File: config.mk
export PLATFORM = sky130hd
export DESIGN_NAME = supervisor_watchdog_reset
export DESIGN_NICKNAME = d
export VERILOG_FILES = /design/src/shared/supervisor_pkg.sv /design/src/rtl/supervisor_watchdog_reset.sv
export SDC_FILE = /design/constraint.sdc
export NUM_CORES = 1
export LEC_CHECK = 0
export BUFFER_PORTS_ARGS = -buffer_cell sky130_fd_sc_hd__buf_2
export CAP_MARGIN = 20
export CORE_ASPECT_RATIO = 1.5
export CORE_MARGIN = 2
export CORE_UTILIZATION = 35
export CTS_BUF_LIST = sky130_fd_sc_hd__clkbuf_4 sky130_fd_sc_hd__clkbuf_8 sky130_fd_sc_hd__clkbuf_16
export DETAILED_ROUTE_END_ITERATION = 10
export PLACE_DENSITY = 0.56
export SLEW_MARGIN = 20
export SYNTH_ARGS = -nofsm -noshare
export SYNTH_HDL_FRONTEND = slang
export SYNTH_SLANG_ARGS = --single-unit
File: constraint.sdc
create_clock -name clk_i -period 7.18 [get_ports clk_i]
set_input_delay 1.436 -clock clk_i [delete_from_list [all_inputs] [get_ports clk_i]]
set_output_delay 1.436 -clock clk_i [all_outputs]
set_load 0.02 [all_outputs]
File: src/shared/supervisor_pkg.sv
// constants and carrier types for the reset supervisor
package supervisor_pkg;
  localparam int unsigned CLK_HZ = 50_000_000;
  localparam int unsigned CLK_NS = 20;
  // times as printed, typical values used for counted delays
  localparam int unsigned WDOG_SHORT_MS = 250;
  localparam int unsigned WDOG_MID_MS = 650;
  localparam int unsigned WDOG_LONG_MS = 1500;
  localparam int unsigned RESET_HOLD_MS = 250;
  localparam int unsigned NV_WRITE_TYP_MS = 5;
  localparam int unsigned NV_WRITE_MAX_MS = 10;
  localparam int unsigned GLITCH_NS = 50;
  localparam int unsigned CYC_PER_MS = CLK_HZ / 1000;
  localparam int unsigned WDOG_SHORT_CYC = WDOG_SHORT_MS * CYC_PER_MS;
  localparam int unsigned WDOG_MID_CYC = WDOG_MID_MS * CYC_PER_MS;
  localparam int unsigned WDOG_LONG_CYC = WDOG_LONG_MS * CYC_PER_MS;
  localparam int unsigned RESET_HOLD_CYC = RESET_HOLD_MS * CYC_PER_MS;
  localparam int unsigned NV_WRITE_CYC = NV_WRITE_TYP_MS * CYC_PER_MS;
  // least time rounds up
  localparam int unsigned GLITCH_CYC = (GLITCH_NS + CLK_NS - 1) / CLK_NS;
  localparam int unsigned CNT_W = 32;
  localparam logic [1:0] SEL_LONG = 2'h0;
  localparam logic [1:0] SEL_MID = 2'h1;
  localparam logic [1:0] SEL_SHORT = 2'h2;
  localparam logic [1:0] SEL_OFF = 2'h3;

  typedef struct packed {
    logic wdog_restart;
    logic start_nv_write;
    logic set_write_enable;
    logic clear_write_enable;
    logic trip_program;
  } host_req_t;

  typedef struct packed {
    logic supply_low;
    logic [1:0] wdog_period_sel;
  } sense_t;
endpackage

File: src/rtl/supervisor_watchdog_reset.sv
// reset supervisor: power-up, supply and watchdog reset, nv write timer, glitch filter
`timescale 1ns/1ns
// Summary of operation
// - period select 11 turns the watchdog fully off; factory default.
// - select 10 gives 250 ms, 01 gives 650 ms, 00 gives 1.5 s.
// - reset held 250 ms once triggered; host requests ignored meanwhile, supply low reloads the hold.
// - after power-up reset output held active 250 ms, then released.
// - self-timed nonvolatile write ends within 10 ms of its stop.
// - input pulses shorter than 50 ns are filtered out.
// - write enable latch cleared at power-up.
// - while reset active, serial traffic refused and aborted.
module supervisor_watchdog_reset #(
  parameter int unsigned WDOG_SHORT = supervisor_pkg::WDOG_SHORT_CYC,
  parameter int unsigned WDOG_MID = supervisor_pkg::WDOG_MID_CYC,
  parameter int unsigned WDOG_LONG = supervisor_pkg::WDOG_LONG_CYC,
  parameter int unsigned RESET_HOLD = supervisor_pkg::RESET_HOLD_CYC,
  parameter int unsigned NV_WRITE = supervisor_pkg::NV_WRITE_CYC
) (
  // clock and reset
  input wire logic clk_i,
  input wire logic rst_i,
  input wire logic ce_i,
  // host requests and supply sense
  input wire supervisor_pkg::host_req_t req_i,
  input wire supervisor_pkg::sense_t sense_i,
  // outputs
  output logic reset_o,
  output logic write_enable_latch_o,
  output logic nv_busy_o,
  output logic bus_abort_o,
  output logic trip_program_o
);
  // a zero count would leave the hold or write timer unable to start, or trip the watchdog at once, so refuse it at elaboration
  if (WDOG_SHORT == 0 || WDOG_MID == 0 || WDOG_LONG == 0) begin : g_bad_period
    $error("watchdog periods must be at least one cycle");
  end
  if (RESET_HOLD == 0) begin : g_bad_hold
    $error("reset hold must be at least one cycle");
  end
  if (NV_WRITE == 0) begin : g_bad_write
    $error("write time must be at least one cycle");
  end
  // the filter age counter is eight bits wide
  if (supervisor_pkg::GLITCH_CYC > 32'hff) begin : g_bad_filter
    $error("glitch filter too long for its age counter");
  end

  localparam int W = $bits(supervisor_pkg::host_req_t) + $bits(supervisor_pkg::sense_t);
  localparam logic [7:0] GCYC = 8'(supervisor_pkg::GLITCH_CYC);
  typedef logic [supervisor_pkg::CNT_W-1:0] cnt_t;

  // glitch filter: level accepted only after it stays stable GLITCH_CYC+2 samples
  logic [W-1:0] raw, stable_q, last_q;
  logic [W-1:0][7:0] age_q;
  assign raw = {req_i, sense_i};

  always_ff @(posedge clk_i) begin
    if (rst_i) begin
      last_q <= '0;
    end else if (ce_i) begin
      last_q <= raw;
    end
  end

  // age saturates so a long steady level never wraps back to zero
  always_ff @(posedge clk_i) begin
    if (rst_i) begin
      age_q <= '0;
    end else if (ce_i) begin
      for (int i = 0; i < W; i++) begin
        if (raw[i] != last_q[i]) begin
          age_q[i] <= 8'h00;
        end else if (age_q[i] < GCYC) begin
          age_q[i] <= age_q[i] + 8'h01;
        end
      end
    end
  end

  // period select starts at off so a stray code cannot trip reset after power-up
  always_ff @(posedge clk_i) begin
    if (rst_i) begin
      stable_q <= {{($bits(supervisor_pkg::host_req_t)+1){1'b0}}, supervisor_pkg::SEL_OFF};
    end else if (ce_i) begin
      for (int i = 0; i < W; i++) begin
        if (raw[i] == last_q[i] && age_q[i] >= GCYC) begin
          stable_q[i] <= last_q[i];
        end
      end
    end
  end

  supervisor_pkg::host_req_t req_f;
  supervisor_pkg::sense_t sense_f;
  assign {req_f, sense_f} = stable_q;

  // edge detect so a held request acts once
  supervisor_pkg::host_req_t req_prev_q, req_rise;
  always_ff @(posedge clk_i) begin
    if (rst_i) begin
      req_prev_q <= '0;
    end else if (ce_i) begin
      req_prev_q <= req_f;
    end
  end
  assign req_rise = req_f & ~req_prev_q;

  function automatic cnt_t period_of(input logic [1:0] sel);
    unique case (sel)
      supervisor_pkg::SEL_SHORT: period_of = cnt_t'(WDOG_SHORT);
      supervisor_pkg::SEL_MID: period_of = cnt_t'(WDOG_MID);
      supervisor_pkg::SEL_LONG: period_of = cnt_t'(WDOG_LONG);
      supervisor_pkg::SEL_OFF: period_of = '0;
    endcase
  endfunction

  // requests that alter nonvolatile state need the latch and a quiet reset
  function automatic logic gated(input logic in_reset, input logic latch, input logic rise);
    gated = !in_reset && latch && rise;
  endfunction

  // reset hold timer; rst_i stands for power-on
  cnt_t hold_q;
  logic wdog_expire;
  logic active;
  assign active = (hold_q != '0) || sense_f.supply_low;

  always_ff @(posedge clk_i) begin
    if (rst_i) begin
      hold_q <= cnt_t'(RESET_HOLD);
    end else if (ce_i) begin
      if (sense_f.supply_low || wdog_expire) begin
        hold_q <= cnt_t'(RESET_HOLD);
      end else if (hold_q != '0) begin
        hold_q <= hold_q - cnt_t'(1);
      end
    end
  end

  always_ff @(posedge clk_i) begin
    if (rst_i) begin
      reset_o <= 1'b1;
    end else if (ce_i) begin
      reset_o <= active || wdog_expire;
    end
  end

  // watchdog
  cnt_t wdog_q;
  cnt_t wdog_period;
  logic wdog_armed;
  assign wdog_period = period_of(sense_f.wdog_period_sel);
  // select 11 keeps the count parked at zero rather than timing a zero period
  assign wdog_armed = !active && (sense_f.wdog_period_sel != supervisor_pkg::SEL_OFF);
  assign wdog_expire = wdog_armed && (wdog_q + cnt_t'(1) >= wdog_period);

  always_ff @(posedge clk_i) begin
    if (rst_i) begin
      wdog_q <= '0;
    end else if (ce_i) begin
      if (active || sense_f.wdog_period_sel == supervisor_pkg::SEL_OFF) begin
        wdog_q <= '0;
      end else if (req_rise.wdog_restart || wdog_expire) begin
        wdog_q <= '0;
      end else begin
        wdog_q <= wdog_q + cnt_t'(1);
      end
    end
  end

  // write enable latch; requests ignored while reset active
  always_ff @(posedge clk_i) begin
    if (rst_i) begin
      write_enable_latch_o <= 1'b0;
    end else if (ce_i && !active) begin
      if (req_rise.set_write_enable) begin
        write_enable_latch_o <= 1'b1;
      end else if (req_rise.clear_write_enable) begin
        write_enable_latch_o <= 1'b0;
      end
    end
  end

  // trip threshold program pulse, gated by latch
  always_ff @(posedge clk_i) begin
    if (rst_i) begin
      trip_program_o <= 1'b0;
    end else if (ce_i) begin
      trip_program_o <= gated(active, write_enable_latch_o, req_rise.trip_program);
    end
  end

  // nonvolatile write timer, typical time keeps well inside the maximum
  cnt_t nv_q;
  always_ff @(posedge clk_i) begin
    if (rst_i) begin
      nv_q <= '0;
    end else if (ce_i) begin
      if (nv_q != '0) begin
        nv_q <= nv_q - cnt_t'(1);
      end else if (gated(active, write_enable_latch_o, req_rise.start_nv_write)) begin
        nv_q <= cnt_t'(NV_WRITE);
      end
    end
  end

  // busy rises with the load and falls as the count leaves one, NV_WRITE cycles in all
  always_ff @(posedge clk_i) begin
    if (rst_i) begin
      nv_busy_o <= 1'b0;
    end else if (ce_i) begin
      nv_busy_o <= (nv_q > cnt_t'(1)) || ((nv_q == '0)
                   && gated(active, write_enable_latch_o, req_rise.start_nv_write));
    end
  end

  // serial traffic is refused for exactly as long as reset is shown
  always_ff @(posedge clk_i) begin
    if (rst_i) begin
      bus_abort_o <= 1'b1;
    end else if (ce_i) begin
      bus_abort_o <= active || wdog_expire;
    end
  end
endmodule

==> flow_summary.toml <==
[worst_hold_path]
min_path_cells = 2
worstHoldStart = "stable_q[6]"
worst_hold_path_type = "flip-flop to flip-flop"
holdPathEnd = "stable_q[6]"

[worst_setup_path]
crit_path_start_kind = "flip-flop"
worstPathCellList = "nand2_1 > or3_1 > nor3_1 > nand3_1 > xnor2_1 > ha_1 > a21oi_1 > o21a_1 > o221ai_1 > a311oi_1 > a211oi_1 > buf_4 > nor4_4 > nor2_1 > buf_4 > a211oi_1"
critPathBufInv = 2
critPathLaunch = "wdog_q[4]"
cp_max_fo = 12
worst_ep_arrival_time_ns = 5.09
r2r_setup_slack_ns = 2.45
r2r_start = "wdog_q[4]"
slowest_stage = "nor4_4"
reg2reg_depth = 16
critPathKind = "flip-flop to flip-flop"
critPathTopFamily = "simple AND/OR/NAND/NOR gates"
r2r_end = "hold_q[1]"
cp_slowest_stage_delay_ns = 0.56
cp-end-kind = "flip-flop"
crit_required_ns = 7.54

[pwr]
p_clk_frac = 0.328
p_comb_frac = 0.257
internal_power_mw = 1.988
powerDensity_nw_per_um2 = 281.4
power.switching_mw = 0.9344
p_leak_nw = 3.907
p_sw_frac = 0.3198
pwr-share-seq = 0.415
peakVddDrop_uv = 196.5

[placement]
dpl-instance-area_um2 = 9793
dp.cells = 1422
place.port_buffers = 15
dp_slack_ns = 2.455
place.gp.congestion = 0.8111
dp_hpwl_um = 15590

[cells_and_area]
final_layout_size_suffix_gt1_frac = 0.07610
mostFrequentLayoutCells = "dfxtp_1, nor2_1, a21oi_1"
fin_area_um2 = 10390
diodes = 0
final_common_cell = "dfxtp_1"
finalNonFillerCells = 1454
layout.nets = 1153
area_growth_pct = 9.760

[clocking]
cts-resized-gates = 0
cts_setup_buffers = 0
cts_hold_buf = 0
cts_sinks = 185
h-tree-depth = 4
clock_latency_ns = 0.45
cts_buffers = 17
clockRootBuffer = "clkbuf_16"
clk_pin_slew_worst_paths_ns = 0.07
cts_max_path_buffers = 2
cts_tree = "done"

[synthesis]
syn_area_um2 = 9462
async_reset_ff_frac = 0
synth-seq-cells = 185
yosys_warnings = 0
ys_seq_area_frac = 0.3914
syn_inst = 1110
synth_edf_count = 0
yosysUniqueCellTypes = 79
synth_fp_nets = 1159
ys.flop_type = "dfxtp_1"
syn_area_per_cell_um2 = 8.524

[timing]
slew_headroom = 0.2140
finalHoldViolations = 0
clock.fmax_ghz = 0.2114
tightest_slew_ns = 1.168
tns_ns = 0
rsz0062_at_grt = "false"
skew_ns = 0.008757
min_period_ns = 4.729
setup_ws_ns = 2.451
period_share = 0.6587
setup_viol = 0
finalMaxSlewViolations = 0

[routing]
vias = 7795
wire_per_inst_um = 15.25
first_pass_iters = 5
via_per_inst = 5.361
drc = 0
drt-initial-drc-count = 464
ant_nets = 0
drt_wl_total_um = 22170

[floorplan]
start_util = 0.3560
chipHeight_um = 205.4
rows = 73
die_w_um = 138.2
die-area_um2 = 28390
pin_count = 16
coreArea_um2 = 26580

[global_route]
grt_pass1_vias = 7533
grt_usage = 0.1584
antenna_found_initial = 0
grt_first_pass_wirelength_um = 36600
grt_max_degree = 63
grt-ovfl-total = 0

[flow_run]
maxCapViolCount = 0

[run_status]
status = "finished, final reports clean"
-- kinds of logic (layout without fill, tap and decap cells) --
| family | Yosys count | in the layout | share of synthesized area |
|---|---|---|---|
| muxes | 24 | 24 | 0.02565 |
| and+or+nand+nor | 478 | 478 | 0.2747 |
| DFF | 185 | 185 | 0.3914 |
| adders and majority gates | 38 | 38 | 0.05025 |
| xor gates and xnor gates | 60 | 60 | 0.05554 |
| AOI/OAI and AO/OA | 237 | 237 | 0.1624 |
| buffers and inverters | 88 | 95 | 0.04007 |
-- layout make-up --
class                           instances  area (um^2)
Timing Repair Buffer                   22        127.6
Inverter                               41        153.9
Clock buffer                           20        454.2
Multi-Input combinational cell        837         5386
Fill cell                            2631        16190
Sequential cell                       185         3704
Clock inverter                         12        137.6
Tap cell                              337        421.7
-- state kept, by name, indices dropped and copies added, names as in the netlist --
register              cells
last_q                    8
nv_q                     32
trip_program_o            1
hold_q                   32
bus_abort_o               1
req_prev_q                5
nv_busy_o                 1
stable_q                  8
age_q                    64
wdog_q                   32
write_enable_latch_o      1
-- worst reg2reg max path: cells and delay by family, from the launching register on --
kind	cells	cell delay [ns]
buf+inv	2	0.49
flops	1	0.40
simple gates	6	2.13
xor+xnor	1	0.21
fa+ha+maj	1	0.28
compound gates	6	1.14
-- stage by stage --
step | hold slack, ns | power [mW] | utilization
CTS | 0.4746 | 2.958 | 0.3907
global route | 0.4957 | 3.095 | 0.3907
floorplan | 0.4421 | 1.847 | -
finish | 0.4714 | 2.922 | 0.3907
detailed placement | 0.4646 | 1.986 | 0.3685
global placement | 0.4553 | 1.980 | 0.3685
-- metal layers --
layer  share of wire  track usage  up-vias
met1            0.43       0.1754     3706
met5               0            0        -
met4           0.021      0.06633        0
li1                -            -     3966
met2            0.52       0.2946       97
met3           0.029      0.03165       26
-- how the worst max path moves through the flow --
stage | to | slack, ns | cells after the start
2_1_floorplan | hold_q[21] | 3.44 | 17
3_3_place_gp | hold_q[1] | 2.50 | 16
3_5_place_dp | hold_q[1] | 2.45 | 16
4_1_cts | hold_q[1] | 2.44 | 16
5_1_grt | hold_q[1] | 1.98 | 14
6_report | hold_q[1] | 2.45 | 16
-- power by group through the flow --
stage          Clock [mW]  Sequential, mW  Combinational [mW]
2_1_floorplan           0            1.22               0.628
3_3_place_gp            0            1.24               0.745
3_5_place_dp            0            1.24               0.750
4_1_cts             0.987            1.21               0.757
5_1_grt              1.02            1.23               0.843
6_report            0.958            1.21               0.750
-- cells in the mapped netlist (22+ instances only) --
library cell / number / area share
dfxtp_1: 185 / 0.39
nor2_1: 124 / 0.049
a21oi_1: 88 / 0.047
nand2_1: 71 / 0.028
nand3_1: 53 / 0.028
nor3_1: 47 / 0.025
and2_1: 45 / 0.030
inv_1: 41 / 0.016
ha_1: 38 / 0.050
xnor2_1: 38 / 0.035
o21ai_0: 35 / 0.019
clkbuf_1: 26 / 0.010
mux2i_1: 22 / 0.023
or3_1: 22 / 0.015
xor2_1: 22 / 0.020
Power figures use the tool's default switching activity.
